==> src/pcsp_defines.vh <==
`ifndef PCSP_DEFINES_VH
`define PCSP_DEFINES_VH

// ----------------------------------------------------------------
// bus widths
// ----------------------------------------------------------------
`define PCSP_ADDR_W        32
`define PCSP_BUS_W         32

// ----------------------------------------------------------------
// option field position inside a load/store instruction word
// ----------------------------------------------------------------
`define PCSP_OPT_HI        18
`define PCSP_OPT_LO        16

// ----------------------------------------------------------------
// access option codes
// ----------------------------------------------------------------
`define PCSP_OPT_WORD      3'h0
`define PCSP_OPT_BYTE      3'h1
`define PCSP_OPT_HALF      3'h2
`define PCSP_OPT_ROM_DATA  3'h4
`define PCSP_OPT_CACHE     3'h5
`define PCSP_OPT_DEBUG     3'h6

// ----------------------------------------------------------------
// data request types
// ----------------------------------------------------------------
`define PCSP_DRT_MEM       2'h0
`define PCSP_DRT_IO        2'h1
`define PCSP_DRT_COPRO     2'h2

// ----------------------------------------------------------------
// execution status codes
// ----------------------------------------------------------------
`define PCSP_ST_HALT       3'h0
`define PCSP_ST_HOLD       3'h1
`define PCSP_ST_LOADTEST   3'h2
`define PCSP_ST_WAIT       3'h3
`define PCSP_ST_IRET       3'h4
`define PCSP_ST_TRAP       3'h5
`define PCSP_ST_NONSEQ     3'h6
`define PCSP_ST_EXEC       3'h7

// ----------------------------------------------------------------
// pipeline depth
// ----------------------------------------------------------------
`define PCSP_STAGES        4

`endif

==> src/pcsp_channel.v <==
// Summary of operation
// - load/store access drives option outputs from instruction bits 18,17,16.
// - option codes: word, byte, half, rom-data, cache, debug; others reserved.
// - vector fetch presents the word-length option code.
// - stores aimed at instruction rom are never blocked here.
// - pipelined-data indicator marks a data access held behind one in flight.
// - pipelined data access completes after the first; marked by data request.
// - pipelined-instruction indicator likewise; promotion marked by instruction request.
// - a pipelined access starts only while pipeline enable allows it.
// - direction high for reads, low for writes, high on instruction requests.
// - asynchronous reset puts the processor into reset mode.
// - execution status shows the previous cycle's execute-stage state.
// - privilege output shows supervisor or user mode of each access.
// - no bus grant starts while lock is active; a grant already given stays while bus request is held.
// - generated system clock is half the oscillator rate, else taken as input.
// - clock-driver supply strap selects generate or accept system clock.
// - test input floats every output except the compare error output.
// - two prioritized trap inputs, lower index wins, ignored under disable-all.
// - falling edge on warn raises a non-maskable trap without vector fetch.
// - four-stage pipeline, one completion per cycle, hardware interlock.
// - one shared address bus, separate instruction and data buses.
// - address bus released before completion; at most three accesses in flight.
// - data request type: memory, io, coprocessor; valid with data request.
// - bus grant output tells a master the channel has been given up.
`timescale 1ns/100ps
`default_nettype none
`include "pcsp_defines.vh"

module pcsp_channel #(
  parameter AW = `PCSP_ADDR_W,
  parameter DW = `PCSP_BUS_W
) (
  input  wire          mclk_i,
  input  wire          reset_i,
  // core side
  input  wire          ifetch_valid_i,
  input  wire [AW-1:0] ifetch_addr_i,
  output wire          ifetch_ready_o,
  output reg  [DW-1:0] instr_word_o,
  output reg           instr_valid_o,
  input  wire          dacc_valid_i,
  input  wire [AW-1:0] dacc_addr_i,
  input  wire [DW-1:0] dacc_instr_i,
  input  wire          dacc_store_i,
  input  wire [1:0]    dacc_type_i,
  input  wire          dacc_vector_i,
  input  wire          dacc_lock_i,
  input  wire [DW-1:0] dacc_wdata_i,
  output wire          dacc_ready_o,
  output reg  [DW-1:0] load_data_o,
  output reg           load_valid_o,
  input  wire          supervisor_i,
  input  wire          lock_hold_i,
  input  wire [2:0]    exec_state_i,
  input  wire          disable_all_bit_i,
  input  wire          hazard_i,
  output reg  [1:0]    trap_take_o,
  output reg           warn_trap_o,
  output reg           retire_o,
  output reg           reset_mode_o,
  output wire          sys_tick_o,
  // channel pins
  output reg  [AW-1:0] address_o,
  output reg           instruction_request_o,
  output reg           data_request_o,
  output reg  [1:0]    data_request_type_o,
  output reg  [2:0]    access_option_code_o,
  output reg           read_write_o,
  output reg           pipelined_instruction_indicator_o,
  output reg           pipelined_data_indicator_o,
  output reg           privilege_level_o,
  output reg           lock_o,
  output wire          chan_oe_o,
  input  wire [DW-1:0] instruction_bus_i,
  input  wire          instruction_ready_i,
  input  wire [DW-1:0] data_bus_i,
  output reg  [DW-1:0] data_bus_o,
  output wire          data_bus_oe_o,
  input  wire          data_ready_i,
  input  wire          pipeline_enable_i,
  input  wire          bus_request_i,
  output reg           bus_grant_o,
  output reg  [2:0]    execution_status_o,
  output wire          plain_oe_o,
  output wire          master_slave_compare_error_o,
  input  wire [1:0]    trap_request_inputs_i,
  input  wire          warn_i,
  input  wire          test_i,
  input  wire          clock_driver_supply_i,
  input  wire          oscillator_input_i,
  input  wire          system_clock_i,
  output reg           system_clock_o,
  output wire          system_clock_oe_o
);

  // ----------------------------------------------------------------
  // helpers
  // ----------------------------------------------------------------
  function [2:0] opt_of;
    input          vec;
    input [DW-1:0] instr;
    begin
      if (vec)
        opt_of = `PCSP_OPT_WORD;
      else
        opt_of = instr[`PCSP_OPT_HI:`PCSP_OPT_LO];
    end
  endfunction

  // ----------------------------------------------------------------
  // synchronisers for pins from outside the clock domain
  // ----------------------------------------------------------------
  // bit order: system_clock_in, osc, strap, test, warn, trap_request_inputs
  reg  [6:0] sync1;
  reg  [6:0] sync2;
  reg        osc_d;
  reg        sclk_d;
  reg        warn_d;
  wire       test_s  = sync2[3];
  wire       warn_s  = sync2[2];
  wire [1:0] trap_s  = sync2[1:0];

  // the chain keeps running through reset, so the strap and the warn
  // level are settled when reset lets go; a cleared chain would read
  // a grounded strap and a false warn edge at release
  always @(posedge mclk_i) begin
    sync1 <= {system_clock_i, oscillator_input_i,
              clock_driver_supply_i, test_i, warn_i,
              trap_request_inputs_i};
    sync2 <= sync1;
  end

  always @(posedge mclk_i or posedge reset_i) begin
    if (reset_i) begin
      osc_d  <= 1'b0;
      sclk_d <= 1'b0;
      warn_d <= 1'b1;
    end else begin
      osc_d  <= sync2[5];
      sclk_d <= sync2[6];
      warn_d <= warn_s;
    end
  end

  // ----------------------------------------------------------------
  // clock source and channel tick
  // ----------------------------------------------------------------
  // the strap is caught once, after reset release, so that a late
  // settling supply pin cannot switch the clock mid-run
  reg  gen_mode;
  reg  strap_taken;
  wire osc_rise  = sync2[5] & ~osc_d;
  wire sclk_rise = sync2[6] & ~sclk_d;
  wire tick;

  always @(posedge mclk_i or posedge reset_i) begin
    if (reset_i) begin
      gen_mode       <= 1'b0;
      strap_taken    <= 1'b0;
      system_clock_o <= 1'b0;
      reset_mode_o   <= 1'b1;
    end else begin
      if (!strap_taken) begin
        gen_mode    <= sync2[4];
        strap_taken <= 1'b1;
      end else begin
        reset_mode_o <= 1'b0;
      end
      if (gen_mode && osc_rise)
        system_clock_o <= ~system_clock_o;
    end
  end

  // in accept mode the system clock is only sampled, so its rate must
  // stay well below half of mclk for edges to be seen
  assign tick = strap_taken &
                (gen_mode ? (osc_rise & ~system_clock_o)
                          : sclk_rise);
  assign sys_tick_o = tick;

  // ----------------------------------------------------------------
  // test float and output enables
  // ----------------------------------------------------------------
  reg  d_store;
  reg  d_busy;
  assign chan_oe_o         = ~test_s & ~bus_grant_o;
  assign plain_oe_o        = ~test_s;
  assign system_clock_oe_o = gen_mode & ~test_s;
  assign data_bus_oe_o     = chan_oe_o & d_busy & d_store;
  // no lockstep partner here, so drivers always agree
  assign master_slave_compare_error_o = 1'b0;

  // ----------------------------------------------------------------
  // channel scheduler
  // ----------------------------------------------------------------
  reg           i_busy;
  reg           i_pipe;
  reg           d_pipe;
  reg           d_lock;
  reg           dp_store;
  reg           dp_lock;
  reg  [DW-1:0] dp_wdata;

  wire i_done = i_busy & instruction_ready_i;
  wire d_done = d_busy & data_ready_i;
  wire i_left = i_busy & ~i_done;
  wire d_left = d_busy & ~d_done;
  wire idle   = ~i_busy & ~d_busy & ~i_pipe & ~d_pipe;
  wire lock_n = lock_hold_i | (d_busy & d_lock);

  wire promote_i = i_pipe & i_done;
  wire promote_d = d_pipe & d_done & ~promote_i;
  wire grant_now = bus_request_i & ~lock_o & idle;
  wire bus_free  = ~i_pipe & ~d_pipe & ~bus_grant_o &
                   ~grant_now & ~bus_request_i;

  // data has priority on the shared address bus
  wire d_issue = bus_free & dacc_valid_i & ~d_left;
  wire d_hold  = bus_free & dacc_valid_i & d_left &
                 pipeline_enable_i;
  wire d_take  = d_issue | d_hold;
  wire i_issue = bus_free & ~d_take & ifetch_valid_i & ~i_left;
  wire i_hold  = bus_free & ~d_take & ifetch_valid_i & i_left &
                 pipeline_enable_i;

  assign dacc_ready_o   = tick & d_take;
  assign ifetch_ready_o = tick & (i_issue | i_hold);

  always @(posedge mclk_i or posedge reset_i) begin
    if (reset_i) begin
      i_busy      <= 1'b0;
      i_pipe      <= 1'b0;
      d_busy      <= 1'b0;
      d_pipe      <= 1'b0;
      d_store     <= 1'b0;
      d_lock      <= 1'b0;
      dp_store    <= 1'b0;
      dp_lock     <= 1'b0;
      dp_wdata    <= {DW{1'b0}};
      bus_grant_o <= 1'b0;
      lock_o      <= 1'b0;
      address_o   <= {AW{1'b0}};
      instruction_request_o <= 1'b0;
      data_request_o        <= 1'b0;
      data_request_type_o   <= `PCSP_DRT_MEM;
      access_option_code_o  <= `PCSP_OPT_WORD;
      read_write_o          <= 1'b1;
      pipelined_instruction_indicator_o <= 1'b0;
      pipelined_data_indicator_o        <= 1'b0;
      privilege_level_o <= 1'b1;
      data_bus_o        <= {DW{1'b0}};
      instr_word_o      <= {DW{1'b0}};
      instr_valid_o     <= 1'b0;
      load_data_o       <= {DW{1'b0}};
      load_valid_o      <= 1'b0;
    end else begin
      instr_valid_o <= 1'b0;
      load_valid_o  <= 1'b0;
      if (tick) begin
        // requests are single-cycle; the address is then released
        instruction_request_o <= 1'b0;
        data_request_o        <= 1'b0;
        lock_o <= lock_n;
        if (grant_now)
          bus_grant_o <= 1'b1;
        else if (!bus_request_i)
          bus_grant_o <= 1'b0;
        if (i_done) begin
          instr_word_o  <= instruction_bus_i;
          instr_valid_o <= 1'b1;
          i_busy        <= i_pipe;
        end
        if (d_done) begin
          if (!d_store) begin
            load_data_o  <= data_bus_i;
            load_valid_o <= 1'b1;
          end
          d_busy <= d_pipe & ~promote_i;
        end
        if (promote_i) begin
          i_pipe <= 1'b0;
          pipelined_instruction_indicator_o <= 1'b0;
          instruction_request_o <= 1'b1;
        end else if (promote_d) begin
          d_pipe     <= 1'b0;
          d_store    <= dp_store;
          d_lock     <= dp_lock;
          data_bus_o <= dp_wdata;
          pipelined_data_indicator_o <= 1'b0;
          data_request_o <= 1'b1;
        end else if (d_take) begin
          address_o           <= dacc_addr_i;
          read_write_o        <= ~dacc_store_i;
          data_request_type_o <= dacc_vector_i ? `PCSP_DRT_MEM
                                               : dacc_type_i;
          // rom-targeted stores pass through unchecked
          access_option_code_o <= opt_of(dacc_vector_i,
                                         dacc_instr_i);
          privilege_level_o <= supervisor_i;
          if (d_issue) begin
            d_busy         <= 1'b1;
            d_store        <= dacc_store_i;
            d_lock         <= dacc_lock_i;
            data_bus_o     <= dacc_wdata_i;
            data_request_o <= 1'b1;
          end else begin
            d_pipe   <= 1'b1;
            dp_store <= dacc_store_i;
            dp_lock  <= dacc_lock_i;
            dp_wdata <= dacc_wdata_i;
            pipelined_data_indicator_o <= 1'b1;
          end
        end else if (i_issue || i_hold) begin
          address_o         <= ifetch_addr_i;
          read_write_o      <= 1'b1;
          privilege_level_o <= supervisor_i;
          if (i_issue) begin
            i_busy <= 1'b1;
            instruction_request_o <= 1'b1;
          end else begin
            i_pipe <= 1'b1;
            pipelined_instruction_indicator_o <= 1'b1;
          end
        end
      end
    end
  end

  // ----------------------------------------------------------------
  // execution status, traps and warn
  // ----------------------------------------------------------------
  wire warn_fall = warn_d & ~warn_s;

  always @(posedge mclk_i or posedge reset_i) begin
    if (reset_i) begin
      execution_status_o <= `PCSP_ST_HALT;
      trap_take_o        <= 2'h0;
      warn_trap_o        <= 1'b0;
    end else begin
      // a warn edge between ticks must not be lost, so it is not gated
      warn_trap_o <= warn_fall;
      if (tick) begin
        execution_status_o <= exec_state_i;
        if (disable_all_bit_i)
          trap_take_o <= 2'h0;
        else if (trap_s[0])
          trap_take_o <= 2'h1;
        else if (trap_s[1])
          trap_take_o <= 2'h2;
        else
          trap_take_o <= 2'h0;
      end
    end
  end

  // ----------------------------------------------------------------
  // instruction pipeline occupancy
  // ----------------------------------------------------------------
  // a hazard freezes every stage; bubbles are not squeezed out, which
  // costs a cycle but keeps the interlock a single enable
  reg [`PCSP_STAGES-1:0] stage;
  reg                    fetched;

  always @(posedge mclk_i or posedge reset_i) begin
    if (reset_i) begin
      stage    <= {`PCSP_STAGES{1'b0}};
      fetched  <= 1'b0;
      retire_o <= 1'b0;
    end else begin
      if (instr_valid_o)
        fetched <= 1'b1;
      retire_o <= 1'b0;
      if (tick && !hazard_i) begin
        stage    <= {stage[`PCSP_STAGES-2:0], fetched};
        retire_o <= stage[`PCSP_STAGES-1];
        if (!instr_valid_o)
          fetched <= 1'b0;
      end
    end
  end

endmodule // pcsp_channel
`default_nettype wire

==> config.mk <==
export PLATFORM = sky130hd
export DESIGN_NAME = pcsp_channel
export DESIGN_NICKNAME = d
export VERILOG_FILES = /design/src/pcsp_channel.v
export VERILOG_INCLUDE_DIRS = /design/src
export SDC_FILE = /design/constraint.sdc
export NUM_CORES = 1
export LEC_CHECK = 0
export ABC_AREA = 0
export CORE_MARGIN = 3
export CORE_UTILIZATION = 30
export CTS_BUF_LIST = sky130_fd_sc_hd__clkbuf_8
export DETAILED_ROUTE_END_ITERATION = 10
export DONT_BUFFER_PORTS = 1
export GPL_ROUTABILITY_DRIVEN = 0
export GPL_TIMING_DRIVEN = 1
export PLACE_DENSITY = 0.51
export SLEW_MARGIN = 20
export SYNTH_ARGS = -nofsm -noshare
export SYNTH_HDL_FRONTEND = slang
export SYNTH_SLANG_ARGS = --single-unit
==> constraint.sdc <==
create_clock -name mclk_i -period 5.6 [get_ports mclk_i]
set_clock_uncertainty 0.15 [all_clocks]
set_input_delay 0.56 -clock mclk_i [delete_from_list [all_inputs] [get_ports mclk_i]]
set_output_delay 0.56 -clock mclk_i [all_outputs]
set_load 0.02 [all_outputs]
==> out/results.ini <==
[outcome]
status = complete, no violations

[timing]
slew_viol_final = 0
worst_slew_pin_slew_ns = 0.8526
hold_viol = 0
slew_headroom = 0.4304
rsz0062_at_grt = no
holdWs_ns = 0.04528
setup_violations = 0
period_share = 0.5881
clock.fmax_ghz = 0.3036
fin_tns_setup_ns = 0
min_period_ns = 3.293

[cts]
cts_resized = 0
h-tree-depth = 2
clkSinkCount = 214
post_cts_buffers = 0
numCtsBuffers = 38
cts_tree = done
root_buffer = clkbuf_8
clkTransAtPathRegs_ns = 0.06
clkLatencyLatePin_ns = 0.51
cts_hold_buf = 15
clock_path_buffers = 3

[yosys]
syn-instance-count = 587
avgSynthCellArea_sq_um = 14.87
syn_nets = 806
yosys_register_bits = 214
yosysWarningCount = 0
yosys.area.top_type = dfrtp_1
yosys.area.top_type_share = 0.5618
yosysSeqAreaShare = 0.6059
netlist_area_sq_um = 8731
synth_area_leaders = dfrtp_1 56%, mux2_2 17%, mux2_4 6.7%, a2bb2oi_1 3.4%, dfxtp_1 3.2%
yosysUniqueCellTypes = 46
ys.flop_type = dfrtp_1
synth_enable_flop_cells = 0
async_reset_ff_frac = 0.9346

[floorplanning]
initial_utilization = 0.3092
pin_count = 379
rows = 61
fp.dieW_um = 176.6
design.die.area_sq_um = 31190
die_h_um = 176.6
coreArea_sq_um = 28240

[grt]
first_global_vias = 5623
grt_antenna_before_repair = 1
grt_usage = 0.1324
grt_start_max_net_pins = 201
gr-total-overflow = 0
grt_pass1_wl_um = 32210

[finish]
drive_gt1_frac = 0.3829
layout.nets = 837
layout.cells.non_filler = 1024
areaGrowthSynthToFinish_pct = 15.12
fin_util = 0.3559
fin_area_sq_um = 10050

[worst_setup_path]
max_stage_delay_ns = 0.57
endpoint_kind = output pin
cp_slowest_cell = dfrtp_1
cp.arrival_ns = 2.58
worstPathMaxFanout = 39
start_kind = register
crit_required_ns = 4.89
crit_type = register to output pin
path_cells = nor4_4 -> nand3_1 -> buf_4 -> or2_2 -> inv_1

[drt]
wl_per_cell_um = 20.99
drc_errors = 0
via_count = 5051
vias_per_cell = 4.933
route.antenna.remaining_nets = 0
firstDrtPassIters = 5
drt_iter0_markers = 193
routed_wl_um = 21490

[place]
numPortBuffers = 0
placed_area_sq_um = 9040
dp_hpwl_um = 15100
dp.cells = 938

[power]
peakVddDrop_mv = 0.2203
leakagePower_nw = 4.632
power-per-cell-area_nw_per_um2 = 532.6

[worst_hold_path]
hold_path_class = input port to register

[flow_run]
drv_cap = 0

[registers in the layout, summed over array words and instances, names as in the netlist, 2 cells and up]
register / cells
address_o: 32
sync2: 7
access_option_code_o: 3
trap_take_o: 2
dp_wdata: 32
data_bus_o: 32
load_data_o: 32
instr_word_o: 32
execution_status_o: 3
sync1: 7
data_request_type_o: 2
stage: 4
[path summary, 6_finish.rpt]
kind                             endpoint  slack (ns)  depth (start not counted)             start
setup / recovery             dacc_ready_o        2.31                          5            d_pipe
hold / removal               dp_wdata[10]        0.05                          1  dacc_wdata_i[10]
setup reg to reg           data_bus_o[16]        2.43                          5    system_clock_o
hold reg to reg                    warn_d        0.17                          0          sync2[2]
max in group asynchronous    address_o[9]        3.90                          4           reset_i
min in group asynchronous        stage[2]        0.49                          3           reset_i
[metal layers]
metal  vias up  GRT usage  wire length, um
met4         0    0.04354              401
li1       2197          -                -
met2       258     0.2321            11060
met3        38    0.06452             2543
met5         -          0                0
met1      2558     0.1391             7492
[Yosys cell counts (2+ instances only)]
master	number
a21o_1	3
a21oi_1	2
a2bb2oi_1	34
and3_1	4
buf_12	3
buf_2	11
buf_6	8
clkbuf_1	14
conb_1	2
dfrtp_1	196
dfstp_2	4
dfxtp_1	14
inv_1	9
mux2_1	5
mux2_2	128
mux2_4	39
nand2_1	18
nand2b_1	8
nand3_1	2
nor2_1	4
nor2b_1	3
nor3_1	2
nor3b_1	4
nor4_4	2
o21ai_0	15
o22ai_1	32
or3b_1	2
[cells in the final DEF (no fill, tap or decap), types with 2 or more instances in the layout]
master | synthesis | final
clkbuf_8 | 0 | 48
o22ai_1 | 32 | 32
nor2_1 | 4 | 4
nand2_1 | 18 | 18
nor3b_1 | 4 | 4
buf_16 | 0 | 2
bufinv_16 | 0 | 2
conb_1 | 2 | 2
o21ai_0 | 15 | 15
mux2_2 | 128 | 128
a2bb2oi_1 | 34 | 34
a21o_1 | 3 | 3
clkinv_2 | 0 | 3
a21oi_1 | 2 | 2
mux2_4 | 39 | 39
dfrtp_1 | 196 | 196
dlygate4sd3_1 | 0 | 16
inv_1 | 9 | 21
dfxtp_1 | 14 | 14
nand2b_1 | 8 | 8
or3b_1 | 2 | 2
dfstp_2 | 4 | 4
nor4_4 | 2 | 2
mux2_1 | 5 | 5
buf_4 | 1 | 9
nor3_1 | 2 | 2
and3_1 | 4 | 4
nor2b_1 | 3 | 3
nand3_1 | 2 | 2
[area by class of cell]
type	instances	area, sq um
Timing Repair Buffer	28	302.8
Inverter	9	37.54
Fill cell	2717	18190
Antenna cell	1	2.502
Multi-Input combinational cell	327	3152
Clock inverter	19	132.6
Sequential cell	214	5290
Clock buffer	48	660.6
Tap cell	378	473.0
[cells by family after synthesis]
group | Yosys count | share of synthesized area
xor+xnor | 1 | 0.001003
mux | 172 | 0.2386
compound gates | 96 | 0.08025
buf+inv | 46 | 0.03425
simple gates | 56 | 0.03912
flops | 214 | 0.6059
other cells | 2 | 0.0008602
[per-stage QoR]
step           power, mW  setup slack (ns)
5_1_grt            5.636             2.025
3_3_place_gp       3.850             2.056
4_1_cts            5.444             1.936
2_1_floorplan      3.619             2.305
6_report           5.353             2.307
3_5_place_dp       3.913             1.982
[where the power goes]
group	switching (mW)	internal, mW
registers	1.04	2.08
logic	0.269	0.491
clock network	0.613	0.861
total	1.93	3.43
[critical path, delay by kind of cell (launching register included)]
family | cells | cell delay (ns)
buffers and inverters | 2 | 0.45
and+or+nand+nor | 3 | 1.02
DFF | 1 | 0.57
No activity file was read; power rests on OpenSTA's default activity.
